### src/disk_rw_params.svh
`ifndef DISK_RW_PARAMS_SVH
`define DISK_RW_PARAMS_SVH

// Register byte offsets on the AXI4-Lite slave.
`define REG_WINDOW        8'h00
`define REG_STRETCH       8'h04
`define REG_MASK          8'h08
`define REG_STATUS        8'h0C
`define REG_CONTROL       8'h10

// Field positions and reset values.
`define WIN_SHORT_LSB     0
`define WIN_LONG_LSB      8
`define STR_CLOCK_LSB     0
`define STR_DATA_LSB      8
`define CTRL_REARM_BIT    0
`define WINDOW_RESET      32'h0000_0403
`define STRETCH_RESET     32'h0000_0202
`define MASK_RESET        32'h0000_0004

// Timing figures and the cycle counts derived from them.
`define CLK_PERIOD_NS     100
`define CELL_NS           640
`define CELL_CYC          ((`CELL_NS) / (`CLK_PERIOD_NS))
`define UNLOAD_LIMIT_NS   1000
`define UNLOAD_LIMIT_CYC  ((`UNLOAD_LIMIT_NS) / (`CLK_PERIOD_NS))

// Current level above which the sense comparator reports stray current.
`define STRAY_CURRENT_UA  700

`endif

### src/disk_rw_pkg.sv
package disk_rw_pkg;

    // Drive readiness along the emergency unload path (Gray coded).
    typedef enum logic [1:0] {
        DRV_READY     = 2'b00,
        DRV_UNLOADING = 2'b01,
        DRV_UNLOADED  = 2'b11
    } drive_state_e;

    typedef logic [31:0] word_t;
    typedef logic [7:0]  count_t;

endpackage : disk_rw_pkg

### src/disk_rw_flux_codec.sv
// What this block does
// Write toggle held reset whenever write mode is not asserted.
// Each write flux pulse inverts the toggle; its two outputs drive head halves.
// High write current on tracks 0 to 255, reduced on 256 to 405.
// Erase drive follows its own enable, independent of write mode.
// No write or erase return path unless power good is high.
// Read path disconnected during write; reconnected only with write and erase off.
// Read mode only when write mode and erase enable are both high.
// One composite pulse per zero crossing of the squared read signal.
// Clock pulse every cell boundary; an extra mid-cell pulse per one bit.
// Each clock pulse opens a ones window, short after a one, else long.
// Pulse inside the window is data and selects the short window next.
// Separated clock and data pulses stretched to adjustable widths.
// Write fault rises on either emergency condition and starts an unload.
// Unload drops ready and write current within one microsecond.
// Unload opens the relay and removes the head driver return supply.
// Write fault when more than one head is selected while writing.
// Write fault on stray write or erase current in read mode only.
// Stray current fault masked for a while after read/write switching.
// Current setting from the track address weight-256 bit and write mode.
// Controller sends double-frequency flux pulses only during write mode.
`include "disk_rw_params.svh"
`timescale 1ns/10ps
`default_nettype none
module disk_rw_flux_codec
    import disk_rw_pkg::*;
#(
    parameter int HEADS = 8
) (
    input  wire logic             mclk,
    input  wire logic             rst_n,
    input  wire logic [7:0]       s_axi_awaddr,
    input  wire logic             s_axi_awvalid,
    output var  logic             s_axi_awready,
    input  wire logic [31:0]      s_axi_wdata,
    input  wire logic [3:0]       s_axi_wstrb,
    input  wire logic             s_axi_wvalid,
    output var  logic             s_axi_wready,
    output var  logic [1:0]       s_axi_bresp,
    output var  logic             s_axi_bvalid,
    input  wire logic             s_axi_bready,
    input  wire logic [7:0]       s_axi_araddr,
    input  wire logic             s_axi_arvalid,
    output var  logic             s_axi_arready,
    output var  logic [31:0]      s_axi_rdata,
    output var  logic [1:0]       s_axi_rresp,
    output var  logic             s_axi_rvalid,
    input  wire logic             s_axi_rready,
    input  wire logic             write_mode_n,
    input  wire logic             write_flux_pulse_n,
    input  wire logic             erase_enable_n,
    input  wire logic             power_good_level,
    input  wire logic             track_upper_half,
    input  wire logic [HEADS-1:0] head_select,
    input  wire logic             current_sense,
    input  wire logic             read_square,
    output var  logic             write_drive_true,
    output var  logic             write_drive_comp,
    output var  logic             high_write_current,
    output var  logic             erase_drive,
    output var  logic             read_switch_on,
    output var  logic             composite_pulse,
    output var  logic             sep_clock,
    output var  logic             sep_data,
    output var  logic             write_fault,
    output var  logic             write_fault_n,
    output var  logic             drive_ready,
    output var  logic             unload_relay_open,
    output var  logic             head_driver_return_supply
);

    // The head check needs at least two heads to have a meaning.
    if (HEADS < 2 || HEADS > 16) begin : g_bad_heads
        $error("HEADS must lie between 2 and 16");
    end

    // More than one bit set in a head select vector.
    function automatic logic multi_select(input logic [HEADS-1:0] v);
        return (v & (v - 1'b1)) != '0;
    endfunction : multi_select

    // ---- Register file and AXI4-Lite slave ----
    word_t        win_reg;
    word_t        str_reg;
    word_t        mask_reg;
    logic [7:0]   aw_addr;
    logic         aw_held;
    word_t        w_data;
    logic [3:0]   w_strb;
    logic         w_held;
    logic         rearm_pulse;
    word_t        status_word;
    word_t        next_rdata;
    logic         next_rerr;
    wire          aw_fire = s_axi_awvalid && s_axi_awready;
    wire          w_fire  = s_axi_wvalid && s_axi_wready;
    wire          ar_fire = s_axi_arvalid && s_axi_arready;
    wire          do_write = aw_held && w_held && !s_axi_bvalid;
    wire          wr_win   = do_write && aw_addr == `REG_WINDOW;
    wire          wr_str   = do_write && aw_addr == `REG_STRETCH;
    wire          wr_mask  = do_write && aw_addr == `REG_MASK;
    wire          wr_ctrl  = do_write && aw_addr == `REG_CONTROL;
    wire          wr_ok    = wr_win || wr_str || wr_mask || wr_ctrl;
    wire   word_t strb_mask = {{8{w_strb[3]}}, {8{w_strb[2]}}, {8{w_strb[1]}}, {8{w_strb[0]}}};

    // Byte-lane merge applied to the window, stretch and mask registers.
    function automatic word_t merge(input word_t old, input word_t nw, input word_t m);
        return (old & ~m) | (nw & m);
    endfunction : merge

    // Address and data are taken independently and held until both arrived.
    always_ff @(posedge mclk) begin
        if (!rst_n) begin
            aw_held <= 1'b0;
            w_held  <= 1'b0;
            aw_addr <= 8'h00;
            w_data  <= 32'h0000_0000;
            w_strb  <= 4'h0;
        end else begin
            if (aw_fire) begin
                aw_held <= 1'b1;
                aw_addr <= s_axi_awaddr;
            end else if (do_write) begin
                aw_held <= 1'b0;
            end
            if (w_fire) begin
                w_held <= 1'b1;
                w_data <= s_axi_wdata;
                w_strb <= s_axi_wstrb;
            end else if (do_write) begin
                w_held <= 1'b0;
            end
        end
    end

    // Ready flags drop once a beat is held and return after the response.
    always_ff @(posedge mclk) begin
        if (!rst_n) begin
            s_axi_awready <= 1'b0;
            s_axi_wready  <= 1'b0;
            s_axi_bvalid  <= 1'b0;
            s_axi_bresp   <= 2'h0;
        end else begin
            s_axi_awready <= !aw_held && !aw_fire && !s_axi_bvalid && !do_write;
            s_axi_wready  <= !w_held && !w_fire && !s_axi_bvalid && !do_write;
            if (do_write) begin
                s_axi_bvalid <= 1'b1;
                s_axi_bresp  <= wr_ok ? 2'h0 : 2'h2;
            end else if (s_axi_bvalid && s_axi_bready) begin
                s_axi_bvalid <= 1'b0;
            end
        end
    end

    // Writable registers; the control word only yields a one-cycle rearm strobe.
    always_ff @(posedge mclk) begin
        if (!rst_n) begin
            win_reg     <= `WINDOW_RESET;
            str_reg     <= `STRETCH_RESET;
            mask_reg    <= `MASK_RESET;
            rearm_pulse <= 1'b0;
        end else begin
            if (wr_win)  win_reg  <= merge(win_reg, w_data, strb_mask) & 32'h0000_FFFF;
            if (wr_str)  str_reg  <= merge(str_reg, w_data, strb_mask) & 32'h0000_FFFF;
            if (wr_mask) mask_reg <= merge(mask_reg, w_data, strb_mask) & 32'h0000_00FF;
            rearm_pulse <= wr_ctrl && w_strb[0] && w_data[`CTRL_REARM_BIT];
        end
    end

    // Read decode; an unmapped address answers SLVERR with zero data.
    always_comb begin
        next_rerr = 1'b0;
        unique case (s_axi_araddr)
            `REG_WINDOW:  next_rdata = win_reg;
            `REG_STRETCH: next_rdata = str_reg;
            `REG_MASK:    next_rdata = mask_reg;
            `REG_STATUS:  next_rdata = status_word;
            `REG_CONTROL: next_rdata = 32'h0000_0000;
            default: begin
                next_rdata = 32'h0000_0000;
                next_rerr  = 1'b1;
            end
        endcase
    end

    // One read at a time; the answer comes the cycle after the address.
    always_ff @(posedge mclk) begin
        if (!rst_n) begin
            s_axi_arready <= 1'b0;
            s_axi_rvalid  <= 1'b0;
            s_axi_rdata   <= 32'h0000_0000;
            s_axi_rresp   <= 2'h0;
        end else begin
            s_axi_arready <= !s_axi_rvalid && !ar_fire;
            if (ar_fire) begin
                s_axi_rvalid <= 1'b1;
                s_axi_rdata  <= next_rdata;
                s_axi_rresp  <= next_rerr ? 2'h2 : 2'h0;
            end else if (s_axi_rvalid && s_axi_rready) begin
                s_axi_rvalid <= 1'b0;
            end
        end
    end

    // ---- Mode decode and write path ----
    drive_state_e drive_state;
    drive_state_e next_drive_state;
    logic         toggle;
    logic         flux_q;
    wire          writing   = !write_mode_n;
    wire          erasing   = !erase_enable_n;
    wire          read_mode = write_mode_n && erase_enable_n;
    wire          unload    = drive_state != DRV_READY;
    wire          flux_edge = flux_q && !write_flux_pulse_n;
    wire          ret_ok    = power_good_level && !unload;

    // A falling flux pulse toggles; leaving write mode clears the toggle.
    always_ff @(posedge mclk) begin
        if (!rst_n) begin
            toggle <= 1'b0;
            flux_q <= 1'b1;
        end else begin
            flux_q <= write_flux_pulse_n;
            if (!writing) begin
                toggle <= 1'b0;
            end else if (flux_edge) begin
                toggle <= !toggle;
            end
        end
    end

    // Head drivers; every path needs the return supply, so power loss or unload
    // stops all head current even if the controller keeps its enables low.
    always_ff @(posedge mclk) begin
        if (!rst_n) begin
            write_drive_true          <= 1'b0;
            write_drive_comp          <= 1'b0;
            high_write_current        <= 1'b0;
            erase_drive               <= 1'b0;
            read_switch_on            <= 1'b0;
            head_driver_return_supply <= 1'b0;
            unload_relay_open         <= 1'b1;
            drive_ready               <= 1'b0;
        end else begin
            write_drive_true          <= writing && ret_ok && next_drive_state == DRV_READY
                                         && (flux_edge ? !toggle : toggle);
            write_drive_comp          <= writing && ret_ok && next_drive_state == DRV_READY
                                         && (flux_edge ? toggle : !toggle);
            high_write_current        <= writing && !track_upper_half;
            erase_drive               <= erasing && ret_ok;
            read_switch_on            <= read_mode;
            head_driver_return_supply <= power_good_level && next_drive_state == DRV_READY;
            unload_relay_open         <= next_drive_state != DRV_READY;
            drive_ready               <= next_drive_state == DRV_READY;
        end
    end

    // ---- Emergency condition detection ----
    logic         read_mode_q;
    count_t       mask_cnt;
    logic         fault_multi;
    logic         fault_stray;
    wire          multi_now = writing && multi_select(head_select);
    wire          mask_done = mask_cnt == 8'h00;
    // The mode must also be unchanged since the last edge: on the switching edge
    // itself the mask counter has not been reloaded yet and still reads zero.
    wire          mode_steady = read_mode == read_mode_q;
    wire          stray_now = current_sense && read_mode && mode_steady && mask_done;

    // Any change of mode restarts the mask so switching transients are ignored.
    always_ff @(posedge mclk) begin
        if (!rst_n) begin
            read_mode_q <= 1'b1;
            mask_cnt    <= 8'h00;
        end else begin
            read_mode_q <= read_mode;
            if (read_mode != read_mode_q) begin
                mask_cnt <= mask_reg[7:0];
            end else if (!mask_done) begin
                mask_cnt <= mask_cnt - 8'h01;
            end
        end
    end

    // Sticky causes for software; a new event wins over a rearm in the same cycle.
    always_ff @(posedge mclk) begin
        if (!rst_n) begin
            fault_multi   <= 1'b0;
            fault_stray   <= 1'b0;
            write_fault   <= 1'b0;
            write_fault_n <= 1'b1;
        end else begin
            fault_multi   <= multi_now || (fault_multi && !rearm_pulse);
            fault_stray   <= stray_now || (fault_stray && !rearm_pulse);
            write_fault   <= multi_now || stray_now;
            write_fault_n <= !(multi_now || stray_now);
        end
    end

    // Unload sequence: a fault or lost power leaves ready at once; the drive
    // stays unloaded until software rearms with power good and no fault.
    always_comb begin
        next_drive_state = drive_state;
        unique case (drive_state)
            DRV_READY: begin
                if (write_fault || !power_good_level) next_drive_state = DRV_UNLOADING;
            end
            DRV_UNLOADING: next_drive_state = DRV_UNLOADED;
            DRV_UNLOADED: begin
                if (rearm_pulse && power_good_level && !write_fault) next_drive_state = DRV_READY;
            end
            default: next_drive_state = DRV_UNLOADING;
        endcase
    end

    always_ff @(posedge mclk) begin
        if (!rst_n) begin
            drive_state <= DRV_UNLOADED;
        end else begin
            drive_state <= next_drive_state;
        end
    end

    // ---- Read channel and data separator ----
    logic         square_q;
    logic         had_one;
    count_t       win_cnt;
    count_t       clk_cnt;
    count_t       dat_cnt;
    wire          crossing  = square_q != read_square;
    wire          win_open  = win_cnt != 8'h00;
    wire          is_clock  = crossing && !win_open;
    wire          is_data   = crossing && win_open;
    wire  count_t win_len   = had_one ? win_reg[`WIN_SHORT_LSB +: 8]
                                      : win_reg[`WIN_LONG_LSB +: 8];

    // A crossing outside the window is a cell clock and opens the next window.
    always_ff @(posedge mclk) begin
        if (!rst_n) begin
            square_q        <= 1'b0;
            composite_pulse <= 1'b0;
            had_one         <= 1'b0;
            win_cnt         <= 8'h00;
        end else begin
            square_q        <= read_square;
            composite_pulse <= crossing;
            if (is_clock) begin
                win_cnt <= win_len;
                had_one <= 1'b0;
            end else begin
                if (win_open) win_cnt <= win_cnt - 8'h01;
                if (is_data) had_one <= 1'b1;
            end
        end
    end

    // Stretchers restart on each pulse; a width of zero still gives one cycle.
    always_ff @(posedge mclk) begin
        if (!rst_n) begin
            clk_cnt   <= 8'h00;
            dat_cnt   <= 8'h00;
            sep_clock <= 1'b0;
            sep_data  <= 1'b0;
        end else begin
            clk_cnt   <= is_clock ? str_reg[`STR_CLOCK_LSB +: 8]
                                  : (clk_cnt != 8'h00 ? clk_cnt - 8'h01 : 8'h00);
            dat_cnt   <= is_data ? str_reg[`STR_DATA_LSB +: 8]
                                 : (dat_cnt != 8'h00 ? dat_cnt - 8'h01 : 8'h00);
            sep_clock <= is_clock || clk_cnt > 8'h01;
            sep_data  <= is_data || dat_cnt > 8'h01;
        end
    end

    assign status_word = {24'h000000, had_one, toggle, read_mode, !mask_done,
                          fault_stray, fault_multi, drive_state};

    // ---- Checks ----
    int unsigned unload_age;
    always_ff @(posedge mclk) begin
        if (!rst_n || !write_fault) unload_age <= 0;
        else if (unload_age < 1000) unload_age <= unload_age + 1;
    end

    a_toggle_idle: assert property (@(posedge mclk) disable iff (!rst_n)
        write_mode_n |=> !toggle) else $error("toggle not cleared out of write");
    a_toggle_flip: assert property (@(posedge mclk) disable iff (!rst_n)
        (!write_mode_n && flux_edge) |=> toggle != $past(toggle))
        else $error("flux pulse did not toggle");
    a_current_sel: assert property (@(posedge mclk) disable iff (!rst_n)
        1'b1 |=> high_write_current == ($past(!write_mode_n) && !$past(track_upper_half)))
        else $error("write current setting wrong");
    a_no_power_drive: assert property (@(posedge mclk) disable iff (!rst_n)
        !power_good_level |=> !write_drive_true && !write_drive_comp && !erase_drive)
        else $error("head current without power good");
    a_read_switch: assert property (@(posedge mclk) disable iff (!rst_n)
        (!write_mode_n || !erase_enable_n) |=> !read_switch_on)
        else $error("read path connected while writing");
    a_pulse_crossing: assert property (@(posedge mclk) disable iff (!rst_n)
        $changed(read_square) |=> composite_pulse) else $error("crossing lost");
    a_data_short: assert property (@(posedge mclk) disable iff (!rst_n)
        is_data |=> had_one ##0 sep_data) else $error("data pulse not taken");
    a_multi_fault: assert property (@(posedge mclk) disable iff (!rst_n)
        (!write_mode_n && multi_select(head_select)) |=> write_fault)
        else $error("multi head not flagged");
    a_stray_masked: assert property (@(posedge mclk) disable iff (!rst_n)
        (current_sense && !read_mode) |=> !write_fault || $past(multi_now))
        else $error("stray fault raised while writing");
    a_unload_fast: assert property (@(posedge mclk) disable iff (!rst_n)
        unload_age == 1 |-> !drive_ready && !write_drive_true && !write_drive_comp
        && unload_relay_open && !head_driver_return_supply)
        else $error("unload slower than limit");

    c_data_bit:  cover property (@(posedge mclk) disable iff (!rst_n) is_data ##[1:8] is_clock);
    c_fault:     cover property (@(posedge mclk) disable iff (!rst_n) $rose(write_fault));
    c_rearm:     cover property (@(posedge mclk) disable iff (!rst_n) $rose(drive_ready));
    c_write_run: cover property (@(posedge mclk) disable iff (!rst_n) write_drive_true ##1 write_drive_comp);

endmodule : disk_rw_flux_codec
`default_nettype wire

### config.mk
export PLATFORM = sky130hd
export DESIGN_NAME = disk_rw_flux_codec
export DESIGN_NICKNAME = d
export VERILOG_FILES = /design/src/disk_rw_pkg.sv /design/src/disk_rw_flux_codec.sv
export VERILOG_INCLUDE_DIRS = /design/src
export SDC_FILE = /design/constraint.sdc
export NUM_CORES = 1
export LEC_CHECK = 0
export ABC_CLOCK_PERIOD_IN_PS = 1800
export BUFFER_PORTS_ARGS = -buffer_cell sky130_fd_sc_hd__buf_2
export CORE_UTILIZATION = 35
export CTS_BUF_LIST = sky130_fd_sc_hd__clkbuf_4 sky130_fd_sc_hd__clkbuf_8
export DETAILED_ROUTE_END_ITERATION = 7
export HOLD_SLACK_MARGIN = 0.08
export PLACE_DENSITY = 0.66
export SYNTH_ARGS = -nofsm -noshare
export SYNTH_HDL_FRONTEND = slang
export SYNTH_SLANG_ARGS = --single-unit
### constraint.sdc
create_clock -name mclk -period 1.8 [get_ports mclk]
set_input_delay 0.36 -clock mclk [delete_from_list [all_inputs] [get_ports mclk]]
set_output_delay 0.36 -clock mclk [all_outputs]
set_load 0.1 [all_outputs]
### Word-level counts from Yosys, hierarchy flattened

Cells that the tools add are included.

| word-level totals | value |
|---|---|
| bits of input ports | 74 |
| logic and storage cells | 184 |
| output and inout port bits | 54 |
| bits in registers | 164 |

| operators by class | value |
|---|---|
| add/subtract/negate cells | 5 |
| equal/unequal tests | 13 |
| multiplexer cells | 24 |
| magnitude comparators | 2 |
| reductions and logical operators | 88 |
| bitwise gates (word level) | 10 |

Operators with widths:

| kind | number |
|---|---|
| two-way mux 8 bit | 9 |
| case mux 16 bit (4 select lines) | 1 |
| bitwise AND 16 bit | 3 |
| logical AND 1 bit | 40 |
| subtractor 8 x 1 -> 8 bit (second input constant) | 5 |
| OR 16 bit | 2 |
| nonzero test 8 bit | 4 |
| equality test 8 x 4 -> 1 bit (second input constant) | 3 |
| zero test 8 bit | 3 |
| zero test 1 bit | 20 |
| bitwise AND 8 bit | 2 |
| equality test 8 x 3 -> 1 bit (second input constant) | 2 |
| equality test 8 x 5 -> 1 bit (second input constant) | 2 |
| > comparator 8 x 1 -> 1 bit (second input constant) | 2 |
| NOT 16 bit | 1 |
| nonzero test 2 bit | 7 |
| logical OR 1 bit | 9 |
| two-way mux 1 bit | 9 |
| two-way mux 2 bit | 4 |
| OR 8 bit | 1 |
| case mux 2 bit (3 select lines) | 1 |
| OR reduction 5 bit | 1 |
| zero test 2 bit | 2 |
| OR reduction 2 bit | 2 |
| 6 further kinds | 7 |

### Longest topological paths before layout

| depth | value |
|---|---|
| word-level depth | 7 |
| gate-level depth with buffers | 6 |
| mapped depth without buffers | 6 |

### Worst setup path after synthesis

Ideal clock, no wire load.

| timing | value |
|---|---|
| kind | reg-to-reg |
| start point | register s_axi_arready |
| end point | register s_axi_rdata[4] |
| slack | -0.319 ns |
| buffers on the path | 1 |
| clock period less this slack | 2.119 ns |
| stages on the path, launching flop included | 6 |
| required time | 1.726 ns |
| setup time | 0.074 ns |
| data arrival time | 2.044 ns |
| path through | dfxtp_1 nand2_1 or4_4 buf_6 a2bb2oi_1 o21ai_0 |

| between the ends | value |
|---|---|
| longest elaborated chain between the ends | 1 |

Ends and longest elaborated chain:

| item | line | RTL |
|---|---|---|
| start, declared | disk_rw_flux_codec.sv:44 | `output var logic s_axi_arready,` |
| start signal, assigned | disk_rw_flux_codec.sv:194 | `s_axi_arready <= !s_axi_rvalid && !ar_fire;` |
| logical AND 1 bit | disk_rw_flux_codec.sv:97 | `wire ar_fire = s_axi_arvalid && s_axi_arready;` |
| end signal, assigned | disk_rw_flux_codec.sv:197 | `s_axi_rdata <= next_rdata;` |
| end, declared | disk_rw_flux_codec.sv:45 | `output var logic [31:0] s_axi_rdata,` |

Every way passes these cells.
A chain may end at the register's enable or synchronous reset.

==> summary.md <==
| Metric | Value |
|---|---|
| Worst EP required | 2130 ps |
| NumNets Final | 926 |
| Commonest cells after routing, fill and taps aside | dfxtp_1, nand2_1, buf_2 |
| Critical path peak fanout | 11 |
| Largest family of logic cells by synthesized area | simple AND/OR/NAND/NOR gates |
| Overall global routing resource usage | 16.5% |
| Die area | 18700 um2 |
| Asr flop ratio synth | 0% |
| Area fraction in and, or, nand and nor cells after synthesis | 21.7% |
| Initial DRC count | 312 |
| Clock Tree Root | clkbuf_8 |
| PwrDens | 1180 nW/um2 |
| Core area | 17500 um2 |
| Register area share after synthesis | 46.0% |
| Adder-Cell Fraction of Synth Area | 1.73% |
| Port-buffer cells | 91 |
| CP max-delay cell | or4_4 |
| Minimum clock period | 1720 ps |
| CP endpoint kind | register |
| Post-synth cell types | 61 |
| RePlAce Congestion | 0.827 |
| Ant diodes | 0 |
| Slew headroom | 64.5% |
| Leak pwr | 0.00311 uW |
| Top cells by area, synth | dfxtp_1, nand2_1, mux2i_1, o21ai_0, a21oi_1 |
| CP max stage delay | 610 ps |
| Remaining antenna violation count after routing | 0 |
| Synth Instances | 726 |
| Hold Crit Class | in2reg |
| Total clock sinks | 146 |
| Max Fclk | 582 MHz |
| Fillers | 1775 |
| Cell Area, Synth | 6350 um2 |
| Commonest non-fill, non-tap cell in the layout | dfxtp_1 |
| Largest net degree at the start of global routing | 46 |
| Num ports | 128 |
| Post-DR wirelength/cell | 13.9 um |
| Critical Path AT | 2050 ps |
| Final Core Density | 43.6% |
| RSZ-0062 raised after global routing | yes |
| Syn-to-layout area delta | 20.3% |
| Worst skew pair latency | 450 ps |
| Final-report hold violation count | 0 |
| Deepest clock path buffer count | 2 |
| Status | completed |
| Layout cells sized above 1 | 21.6% |
| Vias in the first global route | 4790 |
| Setup TNS | 0 ps |
| TritonCTS Buffers | 17 |
| Total wire length | 15000 um |
| CTS clock-pin slew for the worst setup and hold paths | 70 ps |
| Crit-path leading delay family | simple AND/OR/NAND/NOR gates |
| Remaining DRCs | 0 |
| Pre-Repair DR Iteration Count | 5 |
| Die Y | 137 um |
| Final setup violation count | 0 |
| Yosys top cell by area | dfxtp_1 |
| Placed cells | 1043 |
| Startpoint types | register |
| CP Buf/Inv Count | 1 |
| CTS tree | done |
| Initial antenna violation count | 0 |
| Placement Setup Slack | -161 ps |
| Post-synthesis mux area share | 4.61% |
| Critical path cell sequence | or4_4 > nor4_4 > buf_6 > mux2i_1 > nand2_1 |
| R2r startpoint | aw_addr[5]$_SDFFE_PN0P_ |
| Synth Warn # | 0 |
| Max IR drop VDD | 0.553 mV |
| Yosys reg bits | 146 |
| Area share of xor/xnor cells in the synthesized design | 3.03% |
| Drt via density | 4.90 |
| Die X | 137 um |
| CP Launch Point | aw_addr[5]$_SDFFE_PN0P_ |
| Worst slew pin tran | 531 ps |
| Setup Skew | 7.14 ps |
| Total chip power | 9020 uW |
| Pins Over Slew Limit | 0 |
| FP Rows | 48 |
| Total gr overflow | 0 |
| Main flop type after synthesis | dfxtp_1 |
| Post-Syn Area per Cell | 8.75 um2 |
| Tcrit/Tclk final | 95.5% |
| First-pass GRT wire length | 23700 um |
| Final worst slack | 80.9 ps |
| Crit path kind | reg2reg |
| Number of synthesized flops with an enable pin | 0 |
| Final non-filler cell total | 1081 |
| Initial cell density of the core | 36.2% |
| H-tree levels | 4 |
| Post-synthesis compound-gate area fraction | 16.9% |
| Synth top area share | 46.0% |
| Final HPWL DP | 11000 um |
| Number of max-cap violations | 0 |
| Start point of the worst hold path | write_flux_pulse_n |
| Vias | 5299 |
[where the power goes]
part / leakage (uW) / total, uW / internal, uW / switching [uW]
clock: 0.000208 / 2650 / 1460 / 1190
combinational: 0.00171 / 2560 / 1000 / 1560
sequential: 0.00119 / 3810 / 3530 / 276
total: 0.00311 / 9020 / 5990 / 3030
[routing by layer]
layer	vias up	part of all wire, %	GRT usage (%)
met1	2407	50	23.1
met3	19	4.1	3.15
met5	-	0	0
met2	127	44	24.8
li1	2746	-	-
met4	0	1.6	6.54
[final cells by class]
class	instances	area (um2)	area share, %
sequential	146	2930	38.3
tap	225	282	3.68
multi-input combinational	528	3130	41.0
clock inverter	10	134	1.75
inverter	16	60.1	0.786
timing repair buffer	135	832	10.9
clock buffer	21	277	3.62
[final timing paths]
path	end	slack, ps	depth (start not counted)
worst max-delay path	register	80	5
worst min-delay path	flux_q$_SDFF_PN1_	110	2
worst max register to register	register	80	5
worst min register to register	s_axi_rdata[8]$_SDFFE_PN0P_	450	2
[worst register-to-register path: cells and delay by family, from the launching register on]
kind / cells / cell delay [ps]
buf+inv: 1 / 180
flops: 1 / 320
mux: 1 / 190
simple gates: 3 / 910
[cells in the mapped netlist, drive strengths merged (2+ instances only)]
cell type,n
dfxtp,146
nand2,131
o21ai,66
a21oi,44
nand3,43
buf,33
mux2i,27
nor2,25
clkbuf,20
inv,16
o2bb2ai,15
xor2,13
nor3,12
a211oi,11
nor4,11
a2bb2oi,10
nand2b,9
xnor2,9
ha,8
a21o,7
a31oi,7
nor2b,7
or4,7
and2,4
nor3b,4
nand3b,3
nand4,3
nand4b,3
nor4b,3
or4bb,3
a22oi,2
and3,2
mux2,2
o21a,2
o31a,2
[metrics by stage]
stage / cell area [um2] / hold WS, ps
after detailed placement: 7160 / 440
after floorplan: 6420 / 427
after global placement: 7160 / 434
final: 7640 / 113
after CTS: 7590 / 93.3
after global routing: 7640 / 87.5
[cells by family (layout without fill, tap and decap cells)]
| kind of cell | after synthesis | in the layout |
|---|---|---|
| muxes | 29 | 29 |
| AOI/OAI and AO/OA | 175 | 175 |
| other | 1 | 18 |
| and+or+nand+nor | 275 | 275 |
| xor gates and xnor gates | 22 | 22 |
| buffers and inverters | 69 | 182 |
| DFF | 146 | 146 |
| adders and majority gates | 9 | 9 |
[timing repair]
action                                  4_1_cts  5_1_grt
gates resized for setup                       1        4
hold buffers                                  2        0
endpoints found under the setup margin        7       20
pin swaps                                     0        1
buffers inserted                              0        5
hold endpoints to repair                      2        0
Note: power is estimated with default switching activity, not from simulation.
